File: src/pbc_pkg.sv
/*
  Package for the port B/C alternate-function override block: pin indices,
  spike filter timing and the per-pin override carrier struct.
  Assumes a 100 MHz core clock.
*/
package pbc_pkg;

  localparam int unsigned CLK_PERIOD_NS   = 10;
  localparam int unsigned SPIKE_FILTER_NS = 50;
  // Pulses shorter than the filter time are removed: round the hold count up
  localparam int unsigned SPIKE_CYCLES    = (SPIKE_FILTER_NS + CLK_PERIOD_NS - 1) / CLK_PERIOD_NS;
  localparam logic [2:0]  SPIKE_CNT_MAX   = 3'(SPIKE_CYCLES);
  localparam logic [2:0]  SPIKE_CNT_RST   = 3'h0;

  // Port B pin indices
  localparam int unsigned PB_SCK  = 7;
  localparam int unsigned PB_MISO = 6;
  localparam int unsigned PB_MOSI = 5;
  localparam int unsigned PB_SS   = 4;
  localparam int unsigned PB_OC0  = 3;
  localparam int unsigned PB_EXT_INTERRUPT_TWO = 2;
  localparam int unsigned PB_T1   = 1;
  localparam int unsigned PB_XCK  = 0;

  // Port C pin indices
  localparam int unsigned PC_OSC2 = 7;
  localparam int unsigned PC_OSC1 = 6;
  localparam int unsigned PC_TDI  = 5;
  localparam int unsigned PC_TDO  = 4;
  localparam int unsigned PC_TMS  = 3;
  localparam int unsigned PC_TCK  = 2;
  localparam int unsigned PC_SDA  = 1;
  localparam int unsigned PC_SCL  = 0;

  localparam logic [1:0] SYNC_RST   = 2'h0;
  localparam logic [1:0] FILT_RST   = 2'h3;

  // Override enable/value pairs for one 8-bit port
  typedef struct packed {
    logic [7:0] pullupOverrideEnable;
    logic [7:0] pullupOverrideValue;
    logic [7:0] directionOverrideEnable;
    logic [7:0] directionOverrideValue;
    logic [7:0] outputOverrideEnable;
    logic [7:0] outputOverrideValue;
    logic [7:0] inputEnableOverrideEnable;
    logic [7:0] inputEnableOverrideValue;
  } pbc_override_s;

  // Ordinary port register view of one port
  typedef struct packed {
    logic [7:0] portOut;
    logic [7:0] portDir;
  } pbc_portregs_s;

  // Resolved pad controls of one port
  typedef struct packed {
    logic [7:0] pullupOn;
    logic [7:0] outEnable;
    logic [7:0] outValue;
    logic [7:0] inputEnable;
  } pbc_pad_s;

  // Two-wire spike filter state for one line
  typedef struct packed {
    logic [1:0] sync;
    logic       level;
    logic [2:0] count;
  } pbc_filt_s;

  typedef struct packed {
    logic [1:0] rstSync;
    pbc_filt_s  sdaFilt;
    pbc_filt_s  sclFilt;
  } pbc_state_s;

endpackage
File: src/pbc_pin_override.sv
/*
  Pin override multiplexer for ports B and C with two-wire spike filters.
  Assumes port registers, peripherals and pads on the same core clock;
  the two-wire pad inputs are asynchronous and synchronised here.
*/
`timescale 1ns/1ns
module pbc_pin_override
  import pbc_pkg::*;
(
  input  wire logic                   core_clk,
  input  wire logic                   rst_n,
  input  wire pbc_pkg::pbc_portregs_s portBRegs,
  input  wire pbc_pkg::pbc_portregs_s portCRegs,
  input  wire logic                   global_pullup_disable,
  input  wire logic                   spi_enable_bit,
  input  wire logic                   spi_master_select,
  input  wire logic                   spiClockOut,
  input  wire logic                   spiMasterOut,
  input  wire logic                   spiSlaveOut,
  input  wire logic                   usart_sync_select,
  input  wire logic                   usartClockOut,
  input  wire logic                   timer0CompareEnable,
  input  wire logic                   timer0_compare_out,
  input  wire logic                   extInt2Enable,
  input  wire logic                   timer2_async_enable,
  input  wire logic                   test_port_enable,
  input  wire logic                   instr_reg_shifting,
  input  wire logic                   data_reg_shifting,
  input  wire logic                   testDataOut,
  input  wire logic                   two_wire_enable,
  input  wire logic                   sdaOut,
  input  wire logic                   sclOut,
  input  wire logic [7:0]             portBPadIn,
  input  wire logic [7:0]             portCPadIn,
  output pbc_pkg::pbc_pad_s           portBPad,
  output pbc_pkg::pbc_pad_s           portCPad,
  output logic [1:0]                  twoWireSlewEnable,
  output logic [7:0]                  portBDigitalIn,
  output logic [7:0]                  portCDigitalIn,
  output logic                        spiClockIn,
  output logic                        spiMasterIn,
  output logic                        spiSlaveIn,
  output logic                        spiSlaveSelect,
  output logic                        ext_interrupt_two,
  output logic                        timer1_count_in,
  output logic                        usartClockIn,
  output logic                        timer0_count_in,
  output logic                        osc_pin_one,
  output logic                        osc_pin_two,
  output logic                        testDataIn,
  output logic                        testModeSelect,
  output logic                        testClock,
  output logic                        sdaFiltered,
  output logic                        sclFiltered
);
  import pbc_pkg::*;

  // ----------------------------------------
  // Reset release and state
  // ----------------------------------------
  pbc_state_s    state_reg;
  pbc_state_s    state_next;
  pbc_override_s ovB;
  pbc_override_s ovC;
  logic          rstSyncN;
  logic          spiOn;
  logic          spiMaster;
  logic          spiSlave;

  assign rstSyncN  = state_reg.rstSync[1];
  assign spiOn     = spi_enable_bit;
  assign spiMaster = spi_enable_bit & spi_master_select;
  assign spiSlave  = spi_enable_bit & ~spi_master_select;

  // One bit of the override mux, shared by every control of every pin
  function automatic logic pickBit(input logic en, input logic ov, input logic port);
    pickBit = en ? ov : port;
  endfunction

  // ----------------------------------------
  // Port B override table
  // ----------------------------------------
  always_comb begin
    ovB = '0;
    // SPI pins: pull-up follows port bit unless globally disabled
    for (int i = PB_SS; i <= PB_SCK; i++) begin
      ovB.pullupOverrideEnable[i]    = spiSlave;
      ovB.pullupOverrideValue[i]     = portBRegs.portOut[i] & ~global_pullup_disable;
      ovB.directionOverrideEnable[i] = spiSlave;
    end
    // Slave forces clock/MOSI/SS input; master forces MISO input
    ovB.pullupOverrideEnable[PB_MISO]    = spiMaster;
    ovB.directionOverrideEnable[PB_MISO] = spiMaster;
    ovB.directionOverrideEnable[PB_SCK]  = spiSlave;
    ovB.outputOverrideEnable[PB_SCK]     = spiMaster;
    ovB.outputOverrideValue[PB_SCK]      = spiClockOut;
    ovB.outputOverrideEnable[PB_MISO]    = spiSlave;
    ovB.outputOverrideValue[PB_MISO]     = spiSlaveOut;
    ovB.outputOverrideEnable[PB_MOSI]    = spiMaster;
    ovB.outputOverrideValue[PB_MOSI]     = spiMasterOut;
    ovB.outputOverrideEnable[PB_OC0]     = timer0CompareEnable;
    ovB.outputOverrideValue[PB_OC0]      = timer0_compare_out;
    ovB.inputEnableOverrideEnable[PB_EXT_INTERRUPT_TWO] = extInt2Enable;
    ovB.inputEnableOverrideValue[PB_EXT_INTERRUPT_TWO]  = 1'b1;
    // Direction stays with its bit; sync mode only swaps output value
    ovB.outputOverrideEnable[PB_XCK]     = usart_sync_select;
    ovB.outputOverrideValue[PB_XCK]      = usartClockOut;
  end

  // ----------------------------------------
  // Port C override table
  // ----------------------------------------
  always_comb begin
    ovC = '0;
    for (int i = PC_OSC1; i <= PC_OSC2; i++) begin
      ovC.pullupOverrideEnable[i]      = timer2_async_enable;
      ovC.directionOverrideEnable[i]   = timer2_async_enable;
      ovC.inputEnableOverrideEnable[i] = timer2_async_enable;
    end
    for (int i = PC_TCK; i <= PC_TDI; i++) begin
      ovC.pullupOverrideEnable[i]      = test_port_enable;
      ovC.directionOverrideEnable[i]   = test_port_enable;
      ovC.inputEnableOverrideEnable[i] = test_port_enable;
    end
    ovC.pullupOverrideValue[PC_TDI]      = 1'b1;
    ovC.pullupOverrideValue[PC_TMS]      = 1'b1;
    ovC.pullupOverrideValue[PC_TCK]      = 1'b1;
    ovC.directionOverrideValue[PC_TDO]   = instr_reg_shifting | data_reg_shifting;
    ovC.outputOverrideEnable[PC_TDO]     = test_port_enable;
    ovC.outputOverrideValue[PC_TDO]      = testDataOut;
    for (int i = PC_SCL; i <= PC_SDA; i++) begin
      ovC.pullupOverrideEnable[i]    = two_wire_enable;
      ovC.pullupOverrideValue[i]     = portCRegs.portOut[i] & ~global_pullup_disable;
      ovC.directionOverrideEnable[i] = two_wire_enable;
      ovC.outputOverrideEnable[i]    = two_wire_enable;
    end
    // Open drain: drive low only when the interface wants a zero
    ovC.directionOverrideValue[PC_SDA] = ~sdaOut;
    ovC.directionOverrideValue[PC_SCL] = ~sclOut;
  end

  // ----------------------------------------
  // Pad resolution
  // ----------------------------------------
  always_comb begin
    for (int i = 0; i < 8; i++) begin
      portBPad.outEnable[i]   = pickBit(ovB.directionOverrideEnable[i], ovB.directionOverrideValue[i],
                                        portBRegs.portDir[i]);
      portBPad.outValue[i]    = pickBit(ovB.outputOverrideEnable[i], ovB.outputOverrideValue[i],
                                        portBRegs.portOut[i]);
      portBPad.pullupOn[i]    = pickBit(ovB.pullupOverrideEnable[i], ovB.pullupOverrideValue[i],
                                        portBRegs.portOut[i] & ~portBRegs.portDir[i]
                                        & ~global_pullup_disable);
      portBPad.inputEnable[i] = pickBit(ovB.inputEnableOverrideEnable[i], ovB.inputEnableOverrideValue[i],
                                        1'b1);
      portCPad.outEnable[i]   = pickBit(ovC.directionOverrideEnable[i], ovC.directionOverrideValue[i],
                                        portCRegs.portDir[i]);
      portCPad.outValue[i]    = pickBit(ovC.outputOverrideEnable[i], ovC.outputOverrideValue[i],
                                        portCRegs.portOut[i]);
      portCPad.pullupOn[i]    = pickBit(ovC.pullupOverrideEnable[i], ovC.pullupOverrideValue[i],
                                        portCRegs.portOut[i] & ~portCRegs.portDir[i]
                                        & ~global_pullup_disable);
      portCPad.inputEnable[i] = pickBit(ovC.inputEnableOverrideEnable[i], ovC.inputEnableOverrideValue[i],
                                        1'b1);
    end
    // Test pull-ups are combinational from the enable, so reset cannot drop them
    portCPad.pullupOn[PC_TDI] = portCPad.pullupOn[PC_TDI] | test_port_enable;
    portCPad.pullupOn[PC_TMS] = portCPad.pullupOn[PC_TMS] | test_port_enable;
    portCPad.pullupOn[PC_TCK] = portCPad.pullupOn[PC_TCK] | test_port_enable;
  end

  assign twoWireSlewEnable = {2{two_wire_enable}};

  // ----------------------------------------
  // Peripheral input taps
  // ----------------------------------------
  // Pad inputs are masked by input enable; peripherals resync as needed
  assign portBDigitalIn    = portBPadIn & portBPad.inputEnable;
  assign portCDigitalIn    = portCPadIn & portCPad.inputEnable;
  assign spiClockIn        = portBDigitalIn[PB_SCK];
  assign spiMasterIn       = portBDigitalIn[PB_MISO];
  assign spiSlaveIn        = portBDigitalIn[PB_MOSI];
  assign spiSlaveSelect    = portBDigitalIn[PB_SS];
  assign ext_interrupt_two = portBDigitalIn[PB_EXT_INTERRUPT_TWO];
  assign timer1_count_in   = portBDigitalIn[PB_T1];
  assign usartClockIn      = portBDigitalIn[PB_XCK];
  assign timer0_count_in   = portBDigitalIn[PB_XCK];
  // Analog taps bypass the digital input gate
  assign osc_pin_one       = portCPadIn[PC_OSC1];
  assign osc_pin_two       = portCPadIn[PC_OSC2];
  // Raw test pins; the test port runs on its own clock and steps on mode select
  assign testDataIn        = portCPadIn[PC_TDI];
  assign testModeSelect    = portCPadIn[PC_TMS];
  assign testClock         = portCPadIn[PC_TCK];
  assign sdaFiltered       = state_reg.sdaFilt.level;
  assign sclFiltered       = state_reg.sclFilt.level;

  // ----------------------------------------
  // Spike filters and state update
  // ----------------------------------------
  // New level accepted only after it holds the full filter time
  function automatic pbc_filt_s filtStep(input pbc_filt_s f, input logic pad);
    pbc_filt_s n;
    n      = f;
    n.sync = {f.sync[0], pad};
    if (f.sync[1] == f.level) begin
      n.count = SPIKE_CNT_RST;
    end else if (f.count + 3'h1 >= SPIKE_CNT_MAX) begin
      n.level = f.sync[1];
      n.count = SPIKE_CNT_RST;
    end else begin
      n.count = f.count + 3'h1;
    end
    filtStep = n;
  endfunction

  always_comb begin
    state_next         = state_reg;
    state_next.rstSync = {state_reg.rstSync[0], 1'b1};
    if (!rstSyncN) begin
      state_next.sdaFilt = '{sync: FILT_RST, level: 1'b1, count: SPIKE_CNT_RST};
      state_next.sclFilt = '{sync: FILT_RST, level: 1'b1, count: SPIKE_CNT_RST};
    end else begin
      state_next.sdaFilt = filtStep(state_reg.sdaFilt, portCPadIn[PC_SDA]);
      state_next.sclFilt = filtStep(state_reg.sclFilt, portCPadIn[PC_SCL]);
    end
  end

  always_ff @(posedge core_clk or negedge rst_n) begin
    if (!rst_n) begin
      state_reg <= '{rstSync: SYNC_RST,
                     sdaFilt: '{sync: FILT_RST, level: 1'b1, count: SPIKE_CNT_RST},
                     sclFilt: '{sync: FILT_RST, level: 1'b1, count: SPIKE_CNT_RST}};
    end else begin
      state_reg <= state_next;
    end
  end

endmodule

File: config.mk
export PLATFORM = sky130hd
export DESIGN_NAME = pbc_pin_override
export DESIGN_NICKNAME = d
export VERILOG_FILES = /design/src/pbc_pkg.sv /design/src/pbc_pin_override.sv
export SDC_FILE = /design/constraint.sdc
export NUM_CORES = 1
export LEC_CHECK = 0
export BUFFER_PORTS_ARGS = -buffer_cell sky130_fd_sc_hd__buf_2
export CAP_MARGIN = 25
export CORE_ASPECT_RATIO = 1.75
export CORE_MARGIN = 5
export CORE_UTILIZATION = 35
export CTS_BUF_LIST = sky130_fd_sc_hd__clkbuf_8
export DETAILED_ROUTE_END_ITERATION = 12
export PLACE_DENSITY = 0.84
export SKIP_CTS_REPAIR_TIMING = 1
export SLEW_MARGIN = 5
export SYNTH_ARGS = -nofsm -noshare
export SYNTH_HDL_FRONTEND = slang
export SYNTH_SLANG_ARGS = --single-unit
File: constraint.sdc
create_clock -name core_clk -period 1.8 [get_ports core_clk]
set_clock_uncertainty 0.15 [all_clocks]
set_input_delay 0.18 -clock core_clk [delete_from_list [all_inputs] [get_ports core_clk]]
set_output_delay 0.18 -clock core_clk [all_outputs]
set_load 0.01 [all_outputs]
==> metrics <==
Post-Synth Adder-Cell Area=under 10%; initial antenna violation count=0; Reg2Reg Launch Point=state_reg[6]; synthesized area=0.001425 mm^2; Initial DRC Count=26; Worst Hold Class=input port to flip-flop; setup repair after global routing missed its margin=false; hold slack final=-0.02333 ns; Clock Pin Slew Worst Setup and Hold Paths=approximately 0.060 ns; pin count of the biggest net entering global routing=17; Inserted Diodes=0; Initial Utilization=between 30 and 40%; Routed Antenna Nets=0; synth unique cells=26; Post-Place Cell Area=approximately 0.0018 mm^2; # IOs=166; Port Buf Inserts=130; Setup CP Type=flip-flop to flip-flop; Final period util=88.14%; register area share after synthesis=between 20 and 30%; drc violations=0; cells on worst reg2reg path=5; deepest clock path buffer count=2; commonest non-fill, non-tap cell in the layout=buf_2; Yosys Warn Count=0; met3 usage=between 4 and 5%; Pre-antenna DRT Iters=4; Core Area=around 0.0039 mm^2; area share of xor/xnor cells in the synthesized design=roughly 2.5%; via count=roughly 1400; Max VDD drop=about 0.00046 V; Pins Over Slew Limit=0; final-stage net count=325; vias in the first global route=1330; commonest non-fill, non-tap cells in the layout=buf_2, nor2b_1, conb_1, nor3b_2, nand2_1; TritonCTS sink count=14; worst hold start=portCPadIn[0]; Reg2Reg Capture Point=sdaFiltered; largest fanout on the critical path=4; Vert. Die Dim=about 94 um; fraction of layout cells with a size suffix above 1=between 60% and 70%; dpl ws=0.2359 ns; Root Driver=clkbuf_8; post-layout min period=about 1.6 ns; wire length per cell=14.71 um; crit path cell chain=inv_1 > ha_1 > nor3b_1 > o21ai_0 > o311ai_1; critical path arrival=between 1.5 and 2 ns; failing checks=hold timing; max frequency=0.6303 GHz; Setup TNS=0 ns; synthesis-stage register bit count=14; Critical Path RT=between 1.5 and 2 ns; Routability Congestion=0.7955; GRT met2 Usage=26.70%; GRT Util Overall=14.05%; Final Hold Fails=1; post-synthesis simple-gate area fraction=a little over 30%; detailed placement HPWL=~3700 um; total global routing overflow=0; post-route cell area=around 0.0018 mm^2; final WL=4398 um; Via density=4.528; maxcap violations=0; busiest grt layer=met2; PwrDens=~520 mW/mm^2; worst-skew pair later-pin latency=0.25 ns; number of flip-flops in the largest register=10; mux cell area share after synthesis=4.741%; H-tree Lvls=1; syn avg cell area=about 9.0 um^2; total CTS buffers=3; CTS tree=done; R2R setup slack=roughly 0.21 ns; die area=around 0.0055 mm^2; row count=30; biggest cell delay along the critical path=between 0.4 and 0.5 ns; Setup WS post-layout=roughly 0.21 ns; Worst setup EP type=flip-flop; largest family of logic cells by synthesized area=simple AND/OR/NAND/NOR gates; Worst Hold Depth=2; slowest CP cell=dfrtp_1; Worst Hold Endpoint=state_reg[4]; die width=a little under 60 um; first-pass GRT wire length=between 6000 and 7000 um; M1 GR Usage=12.65%; Leak=0.001023 uW; Final setup viols=0; type of origin of the critical path=flip-flop; Layout area overhead=29.41%; status=finished, violations left; post-synthesis compound-gate area fraction=2.985%; Mapped Cells=between 150 and 200
## Yosys cell counts
cell | instances | share of area [%]
a21oi_1 | 3 | 1.1
nand2b_1 | 4 | 1.8
dfrtp_1 | 8 | 14
dfstp_2 | 6 | 11
clkbuf_2 | 1 | 0.35
nor3b_1 | 6 | 3.2
and4_1 | 2 | 1.2
nor2b_1 | 15 | 6.6
and2_1 | 3 | 1.3
xor2_1 | 2 | 1.2
and2_4 | 1 | 0.61
nor4b_1 | 3 | 1.8
nand2b_4 | 1 | 0.97
o21ai_0 | 2 | 0.70
inv_1 | 8 | 2.1
xnor2_1 | 2 | 1.2
buf_4 | 51 | 27
nand2_1 | 9 | 2.4
buf_6 | 1 | 0.79
ha_1 | 4 | 3.5
buf_2 | 1 | 0.35
nor2_1 | 7 | 1.8
mux2_2 | 6 | 4.7
o311ai_1 | 2 | 1.2
nor3b_2 | 10 | 8.8
conb_1 | 1 | 0.26
## report_power, final
group	total [uW]	internal (uW)	switching, uW
clock	315	194	121
combinational	310	148	162
sequential	332	326	6.43
total	957	668	289
## worst max-delay path, delay by kind of cell, from the launching register on
kind                     cells  cell delay, ns
flip-flops                   1            0.41
AND/OR/NAND/NOR              1            0.33
adder cells (fa/ha/maj)      1            0.30
AO/OA/AOI/OAI                2            0.24
buffers and inverters        1            0.06
## stage by stage
stage                     util [%]  total power, uW  hold slack, ns  cells
after floorplan                  -            567.1         -0.2656    169
after global placement       45.32            640.5        -0.06991    293
after detailed placement     45.32            646.6        -0.06351    293
after CTS                    46.73            957.3         -0.3331    297
after global routing         47.24             1015       -0.007157    299
final                        47.24            957.4        -0.02333    299
## logic make-up (layout without fill, tap and decap cells)
logic type,Yosys count,after routing
AND/OR/NAND/NOR,61,61
adder cells (fa/ha/maj),4,4
buffers and inverters,62,144
XOR/XNOR,4,4
multiplexers,6,6
flip-flops,14,14
AO/OA/AOI/OAI,7,7
other,1,11
## how the worst max path moves through the flow
stage	from	endpoint	slack, ns	cells after the start
floorplan	state_reg[0]	sclFiltered	0.42	5
detailed placement	state_reg[6]	sdaFiltered	0.24	5
CTS	state_reg[6]	sdaFiltered	0.21	5
global route	state_reg[6]	sdaFiltered	0.14	5
finish	state_reg[6]	sdaFiltered	0.21	5
global placement	state_reg[6]	sdaFiltered	0.32	5
## routing by layer
metal	part of all wire [%]	vias up
met4	3.1	0
met3	13	16
li1	-	635
met5	0	-
met2	55	95
met1	29	608
## final cells by class
cell class                      instances  area, um^2
Inverter                                8       30.03
Timing Repair Buffer                  132       670.6
Multi-Input combinational cell         93       670.6
Sequential cell                        14       357.8
Fill cell                             391        2059
Clock buffer                            4       55.05
Tap cell                               48       60.06
No activity file was read; power rests on OpenSTA's default activity.
